--- src/logic/tlqp_pkg.sv ---
// Purpose: shared constants for the trajectory load and quadrature position block
// Assumes: byte-wide host port, single clock
// Notes:   command codes, control word fields and timing counts
package tlqp_pkg;
  // ----------------------------------------
  // command codes and control word fields
  // ----------------------------------------
  localparam logic [7:0] CMD_LOAD_TRAJ = 8'h1F;
  localparam logic [7:0] CMD_START     = 8'h01;
  localparam logic [7:0] CW_LB_NONE    = 8'h00;
  localparam int         LB_POS_REL    = 0;
  localparam int         LB_POS        = 1;
  localparam int         LB_VEL        = 3;
  localparam int         LB_ACC        = 5;
  localparam int         HB_VEL_MODE   = 3;
  // ----------------------------------------
  // widths and timing counts
  // ----------------------------------------
  localparam int         POS_W         = 32;
  localparam int         SAMPLE_CLKS   = 2048;
  localparam int         BUSY_CLKS     = 4;
  localparam logic [31:0] POS_RESET    = 32'h0000_0000;
endpackage

--- src/logic/tlqp_if.sv ---
// Purpose: byte port between host and trajectory device
// Assumes: all signals synchronous to clk_sys
// Notes:   sel_cmd high selects the command port, low the data port
`timescale 1ns/1ps
`default_nettype none
interface tlqp_if;
  logic       wr;
  logic       sel_cmd;
  logic [7:0] wbyte;
  logic       busy;
  modport device (input wr, input sel_cmd, input wbyte, output busy);
  modport host   (output wr, output sel_cmd, output wbyte, input busy);
endinterface
`default_nettype wire

--- src/logic/tlqp_device.sv ---
// Purpose: trajectory command parser, profile generator and quadrature position counter
// Assumes: host waits for busy low; encoder inputs synchronous enough to sample twice
// Notes:   velocity and acceleration are whole counts per sample period
`timescale 1ns/1ps
`default_nettype none
module tlqp_device
  import tlqp_pkg::*;
#(
  parameter int BUSY_N   = tlqp_pkg::BUSY_CLKS,
  parameter int SAMPLE_N = tlqp_pkg::SAMPLE_CLKS
) (
  // clock and reset
  input  wire logic                       clk_sys,
  input  wire logic                       rst_n,
  // host byte port
  tlqp_if.device                          bus,
  // encoder channels
  input  wire logic                       enc_a,
  input  wire logic                       enc_b,
  // motion state
  output logic [tlqp_pkg::POS_W-1:0]      actual_pos,
  output logic [tlqp_pkg::POS_W-1:0]      desired_pos,
  output logic [tlqp_pkg::POS_W-1:0]      pos_error,
  output logic                            motion_active,
  output logic                            vel_mode
);
  import tlqp_pkg::*;

  localparam int SW = $clog2(SAMPLE_N);

  generate
    if (BUSY_N < 1 || BUSY_N > 255) begin : g_bad_busy
      $error("BUSY_N out of range");
    end
    if (SAMPLE_N < 2 || (1 << SW) != SAMPLE_N) begin : g_bad_sample
      $error("SAMPLE_N must be a power of two");
    end
  endgenerate

  typedef enum logic [4:0] {
    P_IDLE = 5'b00001,
    P_CWHI = 5'b00010,
    P_CWLO = 5'b00100,
    P_WHI  = 5'b01000,
    P_WLO  = 5'b10000
  } tlqp_parse_e;

  typedef struct packed {
    tlqp_parse_e      st;
    logic             busy;
    logic [7:0]       busy_cnt;
    logic [7:0]       byte_hi;
    logic [7:0]       cw_hb;
    logic [7:0]       cw_lb;
    logic [2:0]       words_left;
    logic [2:0]       word_idx;
    logic [POS_W-1:0] buf_acc;
    logic [POS_W-1:0] buf_vel;
    logic [POS_W-1:0] buf_pos;
    logic             pos_new;
    logic             pos_rel;
    logic             buf_vmode;
    logic [2:0]       qa;
    logic [2:0]       qb;
    logic [POS_W-1:0] enc_pos;
    logic [SW-1:0]    samp_cnt;
    logic [POS_W-1:0] samp_pos;
    logic [POS_W-1:0] acc;
    logic [POS_W-1:0] vmax;
    logic [POS_W-1:0] target;
    logic [POS_W-1:0] vel_cur;
    logic [POS_W-1:0] ramp_dist;
    logic             vmode;
    logic             run;
    logic [POS_W-1:0] desired;
    logic [POS_W-1:0] err;
  } tlqp_dev_s;

  tlqp_dev_s s_ff;
  tlqp_dev_s nxt_s;

  // picks which parameter (0 acc, 1 vel, 2 pos) the k-th loaded one is
  function automatic logic [1:0] slot_of(input logic [7:0] lb, input logic [1:0] k);
    logic [1:0] seen;
    logic [1:0] r;
    logic       sel;
    seen = 2'd0;
    r    = 2'd3;
    for (int p = 0; p < 3; p++) begin
      sel = (p == 0) ? lb[LB_ACC] : (p == 1) ? lb[LB_VEL] : lb[LB_POS];
      if (sel) begin
        if (seen == k && r == 2'd3) begin
          r = 2'(p);
        end
        seen = seen + 2'd1;
      end
    end
    return r;
  endfunction

  logic [15:0]      word_in;
  logic [1:0]       slot;
  logic [2:0]       n_words;
  logic             tick;
  logic             q_step;
  logic             q_up;
  logic [POS_W-1:0] rem;
  logic [POS_W-1:0] mag;
  logic [POS_W-1:0] v;
  logic [POS_W-1:0] step;
  logic             dir_fwd;

  always_comb begin
    nxt_s   = s_ff;
    word_in = {s_ff.byte_hi, bus.wbyte};
    slot    = slot_of(s_ff.cw_lb, s_ff.word_idx[2:1]);
    n_words = {1'b0, 2'(bus.wbyte[LB_ACC]) + 2'(bus.wbyte[LB_VEL]) + 2'(bus.wbyte[LB_POS])};
    n_words = {n_words[1:0], 1'b0};
    tick    = (s_ff.samp_cnt == SW'(SAMPLE_N - 1));
    rem     = s_ff.target - s_ff.desired;
    dir_fwd = ~rem[POS_W-1];
    mag     = dir_fwd ? rem : (~rem + 32'h0000_0001);
    v       = s_ff.vel_cur;
    step    = 32'h0000_0000;
    // ----------------------------------------
    // host port parser
    // ----------------------------------------
    if (s_ff.busy) begin
      // writes during busy are dropped, as the host is expected to poll
      nxt_s.busy_cnt = s_ff.busy_cnt - 8'h01;
      if (s_ff.busy_cnt == 8'h01) begin
        nxt_s.busy = 1'b0;
      end
    end else if (bus.wr && bus.sel_cmd) begin
      nxt_s.busy     = 1'b1;
      nxt_s.busy_cnt = 8'(BUSY_N);
      if (bus.wbyte == CMD_LOAD_TRAJ) begin
        nxt_s.st = P_CWHI;
      end else if (bus.wbyte == CMD_START) begin
        nxt_s.st   = P_IDLE;
        nxt_s.acc  = s_ff.buf_acc;
        nxt_s.vmax = s_ff.buf_vel;
        nxt_s.vmode = s_ff.buf_vmode;
        if (!s_ff.run) begin
          nxt_s.desired   = s_ff.enc_pos;
          nxt_s.target    = s_ff.enc_pos;
          nxt_s.vel_cur   = 32'h0000_0000;
          nxt_s.ramp_dist = 32'h0000_0000;
        end
        if (s_ff.pos_new) begin
          nxt_s.target = s_ff.pos_rel ?
                         ((s_ff.run ? s_ff.target : s_ff.enc_pos) + s_ff.buf_pos) :
                         s_ff.buf_pos;
        end
        nxt_s.pos_new = 1'b0;
        nxt_s.run     = 1'b1;
      end else begin
        nxt_s.st = P_IDLE;
      end
    end else if (bus.wr) begin
      case (s_ff.st)
        P_CWHI: begin
          nxt_s.cw_hb = bus.wbyte;
          nxt_s.st    = P_CWLO;
        end
        P_CWLO: begin
          nxt_s.cw_lb      = bus.wbyte;
          nxt_s.buf_vmode  = s_ff.cw_hb[HB_VEL_MODE];
          nxt_s.words_left = n_words;
          nxt_s.word_idx   = 3'd0;
          nxt_s.busy       = 1'b1;
          nxt_s.busy_cnt   = 8'(BUSY_N);
          if (bus.wbyte[LB_POS]) begin
            nxt_s.pos_new = 1'b1;
            nxt_s.pos_rel = bus.wbyte[LB_POS_REL];
          end
          // with no words selected the acc, vel and pos buffers keep their values; buf_vmode still loads
          nxt_s.st = (bus.wbyte == CW_LB_NONE) ? P_IDLE : P_WHI;
        end
        P_WHI: begin
          nxt_s.byte_hi = bus.wbyte;
          nxt_s.st      = P_WLO;
        end
        P_WLO: begin
          nxt_s.busy     = 1'b1;
          nxt_s.busy_cnt = 8'(BUSY_N);
          case (slot)
            2'd0: begin
              if (!s_ff.word_idx[0]) nxt_s.buf_acc[31:16] = word_in;
              else                   nxt_s.buf_acc[15:0]  = word_in;
            end
            2'd1: begin
              if (!s_ff.word_idx[0]) nxt_s.buf_vel[31:16] = word_in;
              else                   nxt_s.buf_vel[15:0]  = word_in;
            end
            2'd2: begin
              if (!s_ff.word_idx[0]) nxt_s.buf_pos[31:16] = word_in;
              else                   nxt_s.buf_pos[15:0]  = word_in;
            end
            default: begin
            end
          endcase
          nxt_s.word_idx   = s_ff.word_idx + 3'd1;
          nxt_s.words_left = s_ff.words_left - 3'd1;
          nxt_s.st = (s_ff.words_left == 3'd1) ? P_IDLE : P_WHI;
        end
        default: begin
          nxt_s.st = P_IDLE;
        end
      endcase
    end
    // ----------------------------------------
    // quadrature decoder
    // ----------------------------------------
    // qa[0]/qb[0] feed only the next stage; qa[2]/qb[2] hold the previous state
    nxt_s.qa = {s_ff.qa[1:0], enc_a};
    nxt_s.qb = {s_ff.qb[1:0], enc_b};
    q_step   = (s_ff.qa[1] ^ s_ff.qa[2]) ^ (s_ff.qb[1] ^ s_ff.qb[2]);
    q_up     = s_ff.qb[2] ^ s_ff.qa[1];
    if (q_step) begin
      nxt_s.enc_pos = q_up ? s_ff.enc_pos + 32'h0000_0001 :
                             s_ff.enc_pos - 32'h0000_0001;
    end
    // ----------------------------------------
    // sampling and profile generator
    // ----------------------------------------
    nxt_s.samp_cnt = s_ff.samp_cnt + SW'(1);
    if (tick) begin
      nxt_s.samp_pos = s_ff.enc_pos;
      nxt_s.err      = s_ff.desired - s_ff.enc_pos;
      // a position move already at its target ends even with zero acceleration
      if (s_ff.run && !s_ff.vmode && mag == 32'h0000_0000) begin
        nxt_s.run     = 1'b0;
        nxt_s.vel_cur = 32'h0000_0000;
      end else if (s_ff.run && s_ff.acc != 32'h0000_0000) begin
        if (s_ff.vmode) begin
          v = (s_ff.vel_cur + s_ff.acc > s_ff.vmax) ? s_ff.vmax : s_ff.vel_cur + s_ff.acc;
          nxt_s.desired = s_ff.desired + v;
          nxt_s.target  = s_ff.desired + v;
          nxt_s.vel_cur = v;
        end else if (mag == 32'h0000_0000) begin
          nxt_s.run     = 1'b0;
          nxt_s.vel_cur = 32'h0000_0000;
        end else begin
          // decelerate once the remaining distance fits the ramp-up distance
          if (mag <= s_ff.ramp_dist) begin
            v = (s_ff.vel_cur > s_ff.acc) ? s_ff.vel_cur - s_ff.acc : s_ff.acc;
          end else if (s_ff.vel_cur < s_ff.vmax) begin
            v = (s_ff.vel_cur + s_ff.acc > s_ff.vmax) ? s_ff.vmax : s_ff.vel_cur + s_ff.acc;
            nxt_s.ramp_dist = s_ff.ramp_dist + v;
          end
          step          = (v > mag) ? mag : v;
          nxt_s.desired = dir_fwd ? s_ff.desired + step : s_ff.desired - step;
          nxt_s.vel_cur = v;
        end
      end
    end
  end

  always_ff @(posedge clk_sys or negedge rst_n) begin
    if (!rst_n) begin
      s_ff    <= '0;
      s_ff.st <= P_IDLE;
    end else begin
      s_ff <= nxt_s;
    end
  end

  assign bus.busy      = s_ff.busy;
  assign actual_pos    = s_ff.samp_pos;
  assign desired_pos   = s_ff.desired;
  assign pos_error     = s_ff.err;
  assign motion_active = s_ff.run;
  assign vel_mode      = s_ff.vmode;
endmodule
`default_nettype wire

--- src/flat_wrapper.sv ---
// flat-port wrapper written by rule: the top's interface ports become plain ports
module tlqp_device_flat import tlqp_pkg::*;
#(
  parameter int BUSY_N   = tlqp_pkg::BUSY_CLKS,
  parameter int SAMPLE_N = tlqp_pkg::SAMPLE_CLKS
)
  (clk_sys, rst_n, enc_a, enc_b, actual_pos, desired_pos, pos_error, motion_active, vel_mode, bus_wr, bus_sel_cmd, bus_wbyte, bus_busy);
  tlqp_if bus_i ();
  input  wire logic clk_sys;
  input  wire logic rst_n;
  input  wire logic enc_a;
  input  wire logic enc_b;
  output logic [tlqp_pkg::POS_W-1:0] actual_pos;
  output logic [tlqp_pkg::POS_W-1:0] desired_pos;
  output logic [tlqp_pkg::POS_W-1:0] pos_error;
  output logic motion_active;
  output logic vel_mode;
  input wire logic [$bits(bus_i.wr)-1:0] bus_wr;
  input wire logic [$bits(bus_i.sel_cmd)-1:0] bus_sel_cmd;
  input wire logic [$bits(bus_i.wbyte)-1:0] bus_wbyte;
  output wire logic [$bits(bus_i.busy)-1:0] bus_busy;
  assign bus_i.wr = bus_wr;
  assign bus_i.sel_cmd = bus_sel_cmd;
  assign bus_i.wbyte = bus_wbyte;
  assign bus_busy = bus_i.busy;
  tlqp_device #(.BUSY_N(BUSY_N), .SAMPLE_N(SAMPLE_N)) u_core (.clk_sys(clk_sys), .rst_n(rst_n), .bus(bus_i), .enc_a(enc_a), .enc_b(enc_b), .actual_pos(actual_pos), .desired_pos(desired_pos), .pos_error(pos_error), .motion_active(motion_active), .vel_mode(vel_mode));
endmodule
--- config.mk ---
export PLATFORM = sky130hd
export DESIGN_NAME = tlqp_device_flat
export DESIGN_NICKNAME = d
export VERILOG_FILES = /design/src/logic/tlqp_pkg.sv /design/src/logic/tlqp_if.sv /design/src/logic/tlqp_device.sv /design/src/flat_wrapper.sv
export SDC_FILE = /design/constraint.sdc
export NUM_CORES = 2
export LEC_CHECK = 0
export BUFFER_PORTS_ARGS = -buffer_cell sky130_fd_sc_hd__buf_2
export CAP_MARGIN = 20
export CELL_PAD_IN_SITES_DETAIL_PLACEMENT = 2
export CELL_PAD_IN_SITES_GLOBAL_PLACEMENT = 2
export CORE_ASPECT_RATIO = 2
export CORE_MARGIN = 8
export CORE_UTILIZATION = 43
export CTS_CLUSTER_SIZE = 10
export DETAILED_ROUTE_END_ITERATION = 8
export PLACE_DENSITY_LB_ADDON = 0.1
export SETUP_SLACK_MARGIN = 0.05
export SYNTH_ARGS = -nofsm -noshare
export SYNTH_HDL_FRONTEND = slang
export SYNTH_SLANG_ARGS = --single-unit
--- constraint.sdc ---
create_clock -name clk_sys -period 29 [get_ports clk_sys]
set_input_delay 5.8 -clock clk_sys [delete_from_list [all_inputs] [get_ports clk_sys]]
set_output_delay 5.8 -clock clk_sys [all_outputs]
set_load 0.02 [all_outputs]
* Word level (Yosys, flattened, before mapping)
Cells that the tools add are included.
Operators by class: $add $sub $neg 19, order comparisons 5, equal/unequal tests 17, multiplexer cells 78, bitwise logic cells 9, reduce and logical (&&, ||, !) cells 34
Operator list (count):
- $mux W32 | 33
- $mux W130 | 4
- $mux W96 | 4
- $add A32 B32 Y32 | 5
- $mux W143 | 1
- $sub A32 B32 Y32 | 4
- $gt A32 B32 Y1 | 3
- $mux W16 | 6
- $mux W65 | 1
- $add A32 B1 Y32 const B | 2
- $reduce_and A6 Y1 | 7
- $mux W33 | 1
- $le A32 B32 Y1 | 1
- $logic_not A32 Y1 | 1
- $lt A32 B32 Y1 | 1
- $not A32 Y32 | 1
- $reduce_bool A32 Y1 | 1
- $sub A32 B1 Y32 const B | 1
- $mux W8 | 3
- $pmux W5 S4 | 1
- $reduce_and A4 Y1 | 5
- $mux W2 | 9
- $mux W9 | 2
- $eq A8 B1 Y1 const B | 2
- other kinds (34) | 63
Word-level totals: register bits after elaboration 450, input bits 14

* Logic depth before layout (Yosys ltp)
word-level depth 20, gate-level depth with buffers 60

* Least setup slack after synthesis
Ideal clock, no wire load.
path kind register -> register, start point register u_core.s_ff (netlist bit u_core.desired_pos[1]), end point register u_core.s_ff (netlist bit u_core.desired_pos[31]), setup time 94 ps, arrival time 12577 ps, required time 28906 ps, path slack 16329 ps, stages on the path, launching flop included 52, period minus slack after synthesis 12671 ps, cells stage by stage dfrtp_1 > inv_1 > ha_1 > nor2b_1 > o221a_2 > o311a_1 > xnor2_2 > nand4_1 > or4_1 > or4_1 > or4_1 > nor4_2 > ha_1 > nand4_1 > nor2_1 > nand3_1 > or4_1 > o31ai_1 > [... 16 more ...] > nand2_1 > xor2_1 > ha_1 > nor2b_1 > o21ai_0 > a21boi_0 > o21ai_0 > a21oi_1 > a311o_1 > a31oi_1 > nor2_1 > or4_1 > a31oi_1 > o21ai_0 > o31ai_1 > o21ai_0 > xnor2_1 > a211oi_1
RTL lines:
- from (decl) | RTL line tlqp_device.sv:79 | tlqp_dev_s s_ff;
- from (signal assigned) | RTL line tlqp_device.sv:265 | s_ff <= nxt_s;

==> flow_metrics.py <==
metrics = {
    "cts": {
        "clock_tree.buffer_depth": 3,
        "cts_setup_buffers": 0,
        "cts.hold.buffers_added": 0,
        "cts.clk_slew.worst_paths_ns": 0.07,
        "cts_tree": "built",
        "cts_root_buf": "clkbuf_16",
        "ctsHtreeMaxLevel": 2,
        "cts.repair.resized": 0,
        "clock_sinks": 438,
        "clk-insertion-delay-late_ns": 0.67,
        "tritoncts.num_buffers": 50,
    },
    "critical_path": {
        "critical_path.slowest_cell": "a221oi_1",
        "critical_path.endpoint": "u_core.desired_pos[29]$_DFF_PN0_",
        "r2r_cell_count": 48,
        "startpoint": "u_core.desired_pos[0]$_DFF_PN0_",
        "critical_path.max_stage_delay_ns": 1.05,
        "reg2reg_setup_slack_ns": 13.28,
        "required_ns": 29.55,
        "r2r-start": "u_core.desired_pos[0]$_DFF_PN0_",
        "cp-end-kind": "register",
        "timing_worst_setup_path_type": "register to register",
        "reg2reg_to": "u_core.desired_pos[29]$_DFF_PN0_",
        "critical_path.max_fanout": 44,
        "category_of_the_worst_setup_path_launch_point": "register",
        "cp_data_arrival_time_ns": 16.28,
    },
    "hold_path": {
        "worst_hold_path_type": "register to register",
    },
    "sta": {
        "max_slew.worst_pin.slew_ns": 1.25,
        "finalMaxSlewViolations": 0,
        "period_needed_ns": 15.72,
        "final.period_utilization_pct": 54.2,
        "setup_viol": 0,
        "hold_viol_final": 0,
        "relSlewSlack_pct": 16.9,
        "worst_clock_skew_ns": 0.0312,
        "fmax_ghz": 0.0636,
        "timing.setup.tns_ns": 0,
        "grt_setup_unrepaired": "false",
    },
    "finish": {
        "instances_no_fill": 6102,
        "final_common_cell": "nand2_1",
        "fin_util_pct": 46.1,
        "drive_above_1_share_pct": 9.35,
        "syn_to_final_growth_pct": 6.69,
        "mostFrequentLayoutCells": "nand2_1 (511), o21ai_0 (445), dfrtp_1 (434)",
        "finalNetCount": 5309,
        "fillers": 10600,
    },
    "global_route": {
        "top_usage_layer_grt": "met2",
        "grt_antenna_before_repair": 9,
        "grt.met3_usage_pct": 3.89,
        "pin_count_of_the_biggest_net_entering_global_routing": 93,
        "overflow": 0,
        "grt.met1_usage_pct": 32.6,
        "groute.usage.overall_pct": 34.8,
        "first_pass_grt_wire_length_um": 274000,
        "grtUsageMet2_pct": 65.9,
        "grt_pass1_vias": 44700,
    },
    "power": {
        "internal_power_uw": 1390,
        "power_uw": 2420,
        "cellPowerDensity_nw_per_um2": 56.7,
        "p_leak_uw": 0.0203,
        "clkPwrFrac_pct": 25.4,
        "switchingPower_uw": 1030,
        "power.share.sequential_pct": 28.5,
        "vdd_drop_max_mv": 0.0494,
        "p_sw_share_pct": 42.5,
        "p_comb_share_pct": 46.1,
    },
    "route": {
        "detail_route.wl_per_cell_um": 30.1,
        "finalWirelength_um": 183000,
        "drt-pass1-iter-count": 5,
        "postRouteAntennaNets": 0,
        "initialDrtViolationCount": 1774,
        "avgViaCountPerCell": 6.43,
        "detail_route.drc_violations": 0,
        "dr_total_vias": 39200,
    },
    "placed_design": {
        "portBuffers": 112,
        "dp_hpwl_um": 145000,
        "gp_congestion": 0.931,
        "place.detailed.instances": 6019,
    },
    "die": {
        "design.die.area_um2": 104000,
        "die-height_um": 447,
        "io_pins": 113,
        "num_rows": 158,
        "floorplan.initialDensity_pct": 43.2,
        "core_area_um2": 92500,
        "die_x_um": 232,
    },
    "logic_synthesis": {
        "synth.lib_cells_used.distinct": 98,
        "netlist_instances": 4937,
        "ys_ff_latch": 438,
        "synthesis.area_per_instance_um2": 8.09,
        "yosysWarnings": 0,
        "synth_enable_flop_cells": 0,
        "seq_area_frac_synth_pct": 27.4,
        "synthesized_area_um2": 40000,
        "syn-num-nets": 5375,
        "synthArstFlopShare_pct": 100,
        "dominantRegCellSynth": "dfrtp_1",
    },
    "job": {
        "maxCapViolations": 0,
    },
    "outcome": {
        "run_status": "completed",
    },
}
-- metal layers --
| metal | vias to the layer above | routed length, µm |
|---|---|---|
| met1 | 20200 | 61900 |
| met2 | 991 | 97500 |
| met5 | - | 30 |
| met4 | 4 | 17900 |
| li1 | 17500 | - |
| met3 | 576 | 6120 |
-- kinds of logic (layout without fill, tap and decap cells) --
logic type	count (synthesis)	after routing	share of synthesized area, %
buf+inv	611	564	6.71
fa+ha+maj	424	424	13.5
other cells	0	12	0
flops	438	438	27.4
mux	179	179	4.86
compound gates	1459	1459	22.9
xor+xnor	286	286	6.32
simple gates	1540	1540	18.3
-- area by class of cell --
class,instances,area (µm²),share of cell area (%)
multi-input combinational,3888,26400,62.0
clock buffer,67,1360,3.18
timing repair buffer,186,1120,2.64
clock inverter,4,67.6,0.158
antenna,12,30.0,0.0704
tap,1200,1500,3.52
inverter,307,1150,2.70
sequential,438,11000,25.7
-- power groups by stage --
stage	Combinational, µW	Clock (µW)	Sequential (µW)
2_1_floorplan	758	0	683
3_3_place_gp	1050	0	696
3_5_place_dp	1100	0	699
4_1_cts	1110	622	688
5_1_grt	1220	638	692
6_report	1110	614	688
-- Yosys cell counts, types with 19 or more instances --
master / instances / area (µm²)
a211o_1: 20 / 175
a211oi_1: 75 / 563
a21boi_0: 19 / 143
a21o_1: 84 / 631
a21oi_1: 390 / 1950
a221oi_1: 22 / 193
a31oi_1: 51 / 319
and2_1: 37 / 231
and3_1: 47 / 294
buf_1: 19 / 71.3
buf_4: 97 / 728
clkbuf_1: 175 / 657
dfrtp_1: 437 / 10900
ha_1: 414 / 5180
inv_1: 302 / 1130
mux2_2: 120 / 1350
mux2i_1: 59 / 591
nand2_1: 512 / 1920
nand2b_1: 49 / 307
nand3_1: 145 / 726
nand4_1: 52 / 325
nor2_1: 356 / 1340
nor2b_1: 39 / 244
nor3_1: 115 / 576
nor4_1: 25 / 156
o211ai_1: 41 / 308
o21a_1: 41 / 308
o21ai_0: 445 / 2230
o21bai_1: 26 / 195
o31ai_1: 40 / 300
or2_2: 29 / 181
or3_1: 50 / 313
xnor2_1: 174 / 1520
xor2_1: 109 / 955
-- flip-flops by register name (all words and copies together) (netlist names) --
register,flops
u_core.pos_error,32
u_core.nxt_s,4
u_core.desired_pos,32
u_core.vel_mode,1
u_core.s_ff,335
u_core.bus.busy,1
u_core.motion_active,1
u_core.actual_pos,32
-- how the worst min path moves through the flow --
| stage | start | endpoint | cells past startpoint |
|---|---|---|---|
| floorplan | u_core.nxt_s[302]$_DFF_PN0_ | u_core.nxt_s[303]$_DFF_PN0_ | 0 |
| global placement | u_core.nxt_s[305]$_DFF_PN0_ | u_core.nxt_s[306]$_DFF_PN0_ | 0 |
| detailed placement | u_core.nxt_s[305]$_DFF_PN0_ | u_core.nxt_s[306]$_DFF_PN0_ | 0 |
| CTS | u_core.nxt_s[305]$_DFF_PN0_ | u_core.nxt_s[306]$_DFF_PN0_ | 0 |
| global route | u_core.nxt_s[305]$_DFF_PN0_ | u_core.nxt_s[306]$_DFF_PN0_ | 0 |
| finish | u_core.nxt_s[305]$_DFF_PN0_ | u_core.nxt_s[306]$_DFF_PN0_ | 0 |
-- worst max-delay path: cells and delay by family (launching register included) --
family / cells / cell delay [ns]
AOI/OAI and AO/OA: 16 / 5.05
xor gates and xnor gates: 3 / 0.79
adders and majority gates: 5 / 1.47
buffers and inverters: 2 / 0.65
DFF: 1 / 0.43
and+or+nand+nor: 22 / 7.14
-- per-stage QoR --
step	hold slack (ns)	worst slack, ns	instance area [µm²]
2_1_floorplan	0.331	16.33	40000
3_3_place_gp	0.339	13.75	41200
3_5_place_dp	0.336	13.56	41200
4_1_cts	0.346	13.38	42600
5_1_grt	0.353	12.59	42600
6_report	0.342	13.28	42600
Power figures use the tool's default switching activity.
